[src/common/energy_acc_pkg.sv]
// Constants and carrier types for the per-phase energy accumulator bank
package energy_acc_pkg;
    localparam int NUM_PHASES = 3;
    localparam int ADDR_W = 10;
    localparam int DATA_W = 32;
    localparam int FLAG_W = 8;

    // Byte addresses, index 0 = phase A, 1 = B, 2 = C
    localparam logic [2:0][ADDR_W-1:0] RMS_CURRENT_OFS =
        {10'h3A4, 10'h2B8, 10'h1CC};
    localparam logic [2:0][ADDR_W-1:0] REAL_POS_OFS =
        {10'h3C0, 10'h2D4, 10'h1E8};
    localparam logic [2:0][ADDR_W-1:0] REAL_NEG_OFS =
        {10'h3C4, 10'h2D8, 10'h1EC};
    localparam logic [2:0][ADDR_W-1:0] REACT_POS_OFS =
        {10'h3C8, 10'h2DC, 10'h1F0};
    localparam logic [2:0][ADDR_W-1:0] OVF_FLAGS_OFS =
        {10'h31E, 10'h232, 10'h146};

    // Overflow flag bit positions
    localparam int REAL_POS_OVF_BIT = 0;
    localparam int REAL_NEG_OVF_BIT = 1;
    localparam int REACT_POS_OVF_BIT = 2;

    // Reset values
    localparam logic [DATA_W-1:0] ACC_RESET = 32'h0000_0000;
    localparam logic [DATA_W-1:0] RMS_RESET = 32'h0000_0000;
    localparam logic [2:0] FLAGS_RESET = 3'h0;

    // Results of one DSP cycle for one phase
    typedef struct packed {
        logic signed [DATA_W-1:0] signed_real_power;
        logic signed [DATA_W-1:0] signed_reactive_power;
        logic [DATA_W-1:0] rms_current_value;
    } phase_in_s;

    typedef struct packed {
        logic [DATA_W-1:0] rms_current_value;
        logic [DATA_W-1:0] real_positive_energy;
        logic [DATA_W-1:0] real_negative_energy;
        logic [DATA_W-1:0] reactive_positive_energy;
        logic [2:0] energy_overflow_flags;
    } phase_state_s;

    // Host register access port
    typedef struct packed {
        logic rd_en;
        logic wr_en;
        logic [ADDR_W-1:0] addr;
        logic [FLAG_W-1:0] wr_data;
    } host_req_s;

    typedef struct packed {
        logic [DATA_W-1:0] rd_data;
        logic rd_valid;
    } host_rsp_s;
endpackage : energy_acc_pkg

[src/logic/phase_energy_accumulators.sv]
// Per-phase RMS current, energy accumulators and overflow flags
`timescale 1ns/100ps
module phase_energy_accumulators (
    // Clock and reset
    input wire logic clk,
    input wire logic rst,
    // DSP results, one strobe per DSP cycle
    input wire logic dsp_cycle_done,
    input energy_acc_pkg::phase_in_s [2:0] phase_in,
    // Host register access
    input energy_acc_pkg::host_req_s host_req,
    output energy_acc_pkg::host_rsp_s host_rsp
);
    import energy_acc_pkg::*;

    typedef struct packed {
        phase_state_s [2:0] ph;
        host_rsp_s rsp;
    } state_s;

    state_s state_reg;
    state_s state_next;
    logic [2:0] pos_carry;
    logic [2:0] neg_carry;
    logic [2:0] rpos_carry;

    // Sum with the carry out on top; the carry marks a wrap
    function automatic logic [DATA_W:0] add_wrap(
        input logic [DATA_W-1:0] acc,
        input logic [DATA_W-1:0] inc
    );
        add_wrap = {1'b0, acc} + {1'b0, inc};
    endfunction : add_wrap

    // Magnitude of a negative value; the most negative input still fits
    function automatic logic [DATA_W-1:0] magnitude(
        input logic signed [DATA_W-1:0] v
    );
        magnitude = DATA_W'(~v + 1'b1);
    endfunction : magnitude

    always_comb begin
        logic [DATA_W:0] sum;
        logic [2:0] clr;
        sum = '0;
        clr = '0;
        state_next = state_reg;
        state_next.rsp.rd_valid = 1'b0;
        state_next.rsp.rd_data = '0;
        pos_carry = '0;
        neg_carry = '0;
        rpos_carry = '0;
        for (int p = 0; p < NUM_PHASES; p++) begin
            if (dsp_cycle_done) begin
                state_next.ph[p].rms_current_value =
                    phase_in[p].rms_current_value;
                if (phase_in[p].signed_real_power > 0) begin
                    sum = add_wrap(state_reg.ph[p].real_positive_energy,
                        phase_in[p].signed_real_power);
                    state_next.ph[p].real_positive_energy =
                        sum[DATA_W-1:0];
                    pos_carry[p] = sum[DATA_W];
                end
                if (phase_in[p].signed_real_power < 0) begin
                    sum = add_wrap(state_reg.ph[p].real_negative_energy,
                        magnitude(phase_in[p].signed_real_power));
                    state_next.ph[p].real_negative_energy =
                        sum[DATA_W-1:0];
                    neg_carry[p] = sum[DATA_W];
                end
                if (phase_in[p].signed_reactive_power > 0) begin
                    sum = add_wrap(
                        state_reg.ph[p].reactive_positive_energy,
                        phase_in[p].signed_reactive_power);
                    state_next.ph[p].reactive_positive_energy =
                        sum[DATA_W-1:0];
                    rpos_carry[p] = sum[DATA_W];
                end
            end
            // Write-one-to-clear; a same-cycle overflow wins over the clear
            clr = '0;
            if (host_req.wr_en && host_req.addr == OVF_FLAGS_OFS[p]) begin
                clr[REAL_POS_OVF_BIT] = host_req.wr_data[REAL_POS_OVF_BIT];
                clr[REAL_NEG_OVF_BIT] = host_req.wr_data[REAL_NEG_OVF_BIT];
                clr[REACT_POS_OVF_BIT] =
                    host_req.wr_data[REACT_POS_OVF_BIT];
            end
            state_next.ph[p].energy_overflow_flags =
                state_reg.ph[p].energy_overflow_flags & ~clr;
            if (pos_carry[p]) begin
                state_next.ph[p].energy_overflow_flags[REAL_POS_OVF_BIT] =
                    1'b1;
            end
            if (neg_carry[p]) begin
                state_next.ph[p].energy_overflow_flags[REAL_NEG_OVF_BIT] =
                    1'b1;
            end
            if (rpos_carry[p]) begin
                state_next.ph[p].energy_overflow_flags[REACT_POS_OVF_BIT] =
                    1'b1;
            end
        end
        // Reads return values as they stood before this edge
        if (host_req.rd_en) begin
            state_next.rsp.rd_valid = 1'b1;
            for (int p = 0; p < NUM_PHASES; p++) begin
                if (host_req.addr == RMS_CURRENT_OFS[p]) begin
                    state_next.rsp.rd_data =
                        state_reg.ph[p].rms_current_value;
                end
                if (host_req.addr == REAL_POS_OFS[p]) begin
                    state_next.rsp.rd_data =
                        state_reg.ph[p].real_positive_energy;
                end
                if (host_req.addr == REAL_NEG_OFS[p]) begin
                    state_next.rsp.rd_data =
                        state_reg.ph[p].real_negative_energy;
                end
                if (host_req.addr == REACT_POS_OFS[p]) begin
                    state_next.rsp.rd_data =
                        state_reg.ph[p].reactive_positive_energy;
                end
                if (host_req.addr == OVF_FLAGS_OFS[p]) begin
                    state_next.rsp.rd_data = {29'h0,
                        state_reg.ph[p].energy_overflow_flags};
                end
            end
        end
    end

    always_ff @(posedge clk or posedge rst) begin
        if (rst) begin
            for (int p = 0; p < NUM_PHASES; p++) begin
                state_reg.ph[p].rms_current_value <= RMS_RESET;
                state_reg.ph[p].real_positive_energy <= ACC_RESET;
                state_reg.ph[p].real_negative_energy <= ACC_RESET;
                state_reg.ph[p].reactive_positive_energy <= ACC_RESET;
                state_reg.ph[p].energy_overflow_flags <= FLAGS_RESET;
            end
            state_reg.rsp <= '0;
        end else begin
            state_reg <= state_next;
        end
    end

    assign host_rsp = state_reg.rsp;
endmodule : phase_energy_accumulators

[config.mk]
export PLATFORM = sky130hd
export DESIGN_NAME = phase_energy_accumulators
export DESIGN_NICKNAME = d
export VERILOG_FILES = /design/src/common/energy_acc_pkg.sv /design/src/logic/phase_energy_accumulators.sv
export SDC_FILE = /design/constraint.sdc
export NUM_CORES = 2
export LEC_CHECK = 0
export BUFFER_PORTS_ARGS = -buffer_cell sky130_fd_sc_hd__buf_2
export CORE_ASPECT_RATIO = 1.5
export CORE_UTILIZATION = 50
export DETAILED_ROUTE_END_ITERATION = 7
export PLACE_DENSITY = 0.69
export SYNTH_ARGS = -nofsm -noshare
export SYNTH_HDL_FRONTEND = slang
export SYNTH_SLANG_ARGS = --single-unit
[constraint.sdc]
create_clock -name clk -period 31.8 [get_ports clk]
set_input_delay 3.18 -clock clk [delete_from_list [all_inputs] [get_ports clk]]
set_output_delay 3.18 -clock clk [all_outputs]
set_load 0.01 [all_outputs]
==> impl_metrics.toml <==
[worst_setup_path]
crit_buf_inv = 2
path_cells = "buf_2, inv_1, ha_1, nand2_1, nor3_1, nor3b_1, xnor2_1, ha_1, a211oi_1, nand3_1, o21bai_1, a41o_1, a311o_1, a2111oi_2, nor3_1, a2111oi_2, xor2_1, o21ai_1"
cp_slowest_cell = "nor3b_1"
arrival_ps = 8210
critPathTopFamily = "compound AO/OA/AOI/OAI gates"
cpPeakStageDelay_ps = 810
start_kind = "input port"
required_ps = 32280
timing.critical_path.to_type = "flip-flop"
critPathMaxFanout = 5
worstSetupPathType = "in -> reg"

[final_layout]
fin_area_sq_um = 36870
final_util_pct = 56.93
multiInputGateArea_sq_um = 21050
final_common_cell = "nand2_1"
largest_reg_flops = 393
final_nets = 4642
fin_cells = 4956
syn2layout_area_growth_pct = 12.19
layout-drive-gt1-share_pct = 14.94
seqCellArea_sq_um = 10660
nFillCells = 6084
layout_common_cells = "nand2_1, dfrtp_1, o21ai_0"

[global_routing]
grt_pass1_wl_microns = 169700
grt_pass1_vias = 29166
antenna_found_initial = 26
grt_max_degree = 101
overflow = 0
grtUsageTotal_pct = 33.84

[yosys]
syn_inst = 3778
synth_warnings = 0
synth-main-ff-cell = "dfrtp_1"
synth_nets = 4389
yosysUniqueCellTypes = 87
ys_seq_area_share_pct = 32.44
synth.avg_cell_area_sq_um = 8.698
syn-cell-area_sq_um = 32860
synthArstFlopShare_pct = 100.0
synth-seq-cells = 426
synth_edf_count = 0

[power]
p_comb_share_pct = 50.9
ir_worst_vdd_mv = 0.04708
leakage_nw = 16.72
total_power_mw = 3.219
swShare_pct = 43.39
switching_power_mw = 1.397
p_int_mw = 1.822
powerDensity_nw_per_um2 = 87.31
seqPwrFrac_pct = 30.5
p_clk_share_pct = 18.6

[sta]
drv_slew = 0
rsz0062_at_grt = "no"
setup_violations = 0
worst_pin_slew_ps = 1151
min_period_ps = 7726
fin_skew_ps = 15.09
fin_crit_sh_pct = 24.30
relSlewSlack_pct = 22.46
fmax_mhz = 129.4
hold_violations = 0
tns_ps = 0

[place]
numPortBuffers = 338
placed_cell_area_sq_um = 35180
placedCellCount = 4853
place.detailed.hpwl_microns = 89780
gp_congestion = 0.9917

[detailed_routing]
vias = 30234
detail_route.wl_per_cell_microns = 23.03
ant_nets = 0
drtIter0Drc = 2525
wl_microns = 114100
routed_via_density = 6.100
drtPass1Iterations = 8
drc = 0

[job]
maxCapViolations = 0

[floorplan]
core_sq_um = 64760
dieWidth_microns = 211.3
initial_core_util_pct = 50.75
die_h_microns = 316.0
dieArea_sq_um = 66780
ios = 344
num_rows = 114

[clock_tree]
root_buffer = "clkbuf_16"
cts.clk_slew.worst_paths_ps = 70
cts-hold-fix-buffers = 0
cts_sinks = 426
postCtsSetupBuffers = 0
cts_resized = 0
cts_buffers = 46
ctsHtreeMaxLevel = 2
clockBufferDepth = 3
clock_latency_ps = 620
cts_tree = "done"

[min_path]
hold_class = "reg -> reg"

[outcome]
status = "completed"
[path summary, 6_finish.rpt]
path / start / to / slack (ps) / cells past startpoint
worst min-delay path: state_reg[326] / state_reg[326] / 510 / 2
max in group asynchronous: rst / state_reg[60] / 26940 / 4
worst max-delay path: phase_in[257] / state_reg[361] / 24070 / 18
worst max register to register: state_reg[100] / state_reg[33] / 27630 / 14
min in group asynchronous: rst / state_reg[116] / 2680 / 2
worst min register to register: state_reg[326] / state_reg[326] / 510 / 2
[power groups by stage]
| stage | Combinational (mW) | Clock (mW) | Sequential [mW] |
|---|---|---|---|
| 4_1_cts | 1.62 | 0.609 | 0.975 |
| 6_report | 1.64 | 0.599 | 0.983 |
| 3_3_place_gp | 1.58 | 0 | 0.978 |
| 2_1_floorplan | 1.31 | 0 | 0.860 |
| 3_5_place_dp | 1.60 | 0 | 0.984 |
| 5_1_grt | 1.84 | 0.626 | 0.994 |
[per-stage QoR]
stage                     setup WS [ps]  hold WS (ps)
final                             24070         508.0
after global routing              23790         520.8
after floorplan                   16760         469.4
after detailed placement          23600         495.3
after CTS                         24210         510.2
after global placement            23630         488.5
[final cells by class]
| type | count | area share [%] |
|---|---|---|
| Antenna cell | 17 | 0.1154 |
| Clock buffer | 69 | 3.801 |
| Clock inverter | 17 | 0.6685 |
| Inverter | 126 | 1.303 |
| Multi-Input combinational cell | 3065 | 57.08 |
| Sequential cell | 426 | 28.91 |
| Tap cell | 870 | 2.952 |
| Timing Repair Buffer | 366 | 5.165 |
[Yosys cell counts, drive strengths merged, types with 12 or more instances]
library cell | number | area, sq um
nor3b | 27 | 202.7
mux2 | 115 | 1295
and2 | 14 | 87.59
xor2 | 125 | 1095
nand4 | 28 | 175.2
o31ai | 39 | 292.8
o21ai | 400 | 2002
a21o | 115 | 863.3
a21boi | 22 | 172.7
a21oi | 255 | 1280
or2 | 13 | 81.33
ha | 291 | 3641
nor2 | 188 | 705.7
clkbuf | 102 | 382.9
a2111oi | 12 | 143.9
a211oi | 33 | 247.7
inv | 126 | 473.0
a31oi | 45 | 281.5
nand2b | 28 | 175.2
nand3b | 12 | 90.09
xnor2 | 177 | 1550
a221oi | 36 | 315.3
or3 | 34 | 212.7
buf | 59 | 362.8
nor3 | 87 | 445.4
nand3 | 54 | 270.3
a22oi | 66 | 495.5
and3 | 33 | 206.5
o21bai | 38 | 285.3
o21a | 48 | 360.4
a211o | 15 | 132.6
nor2b | 24 | 150.1
nor4 | 42 | 277.8
a222oi | 31 | 310.3
nand2 | 476 | 1787
o211ai | 22 | 165.2
dfrtp | 426 | 10660
[per-layer routing]
layer | vias up | track usage [%] | routed length, microns
met5 | - | 0 | 105
met1 | 14371 | 39.64 | 43590
met4 | 16 | 23.19 | 8402
li1 | 14447 | - | -
met2 | 1102 | 57.19 | 54710
met3 | 298 | 4.857 | 7328
[logic make-up after synthesis]
family	count (synthesis)	synth area share (%)
AND/OR/NAND/NOR	1097	15.76
flip-flops	426	32.44
multiplexers	120	4.093
XOR/XNOR	302	8.049
buffers and inverters	287	3.708
adder cells (fa/ha/maj)	300	11.63
AO/OA/AOI/OAI	1246	24.32
[worst register-to-register path: cells and delay by family, from the launching register on]
family          cells  cell delay (ps)
buf+inv             1               60
fa+ha+maj           2              560
compound gates     10             3010
flops               1              380
simple gates        1              110
(Power assumes the default switching activity.)
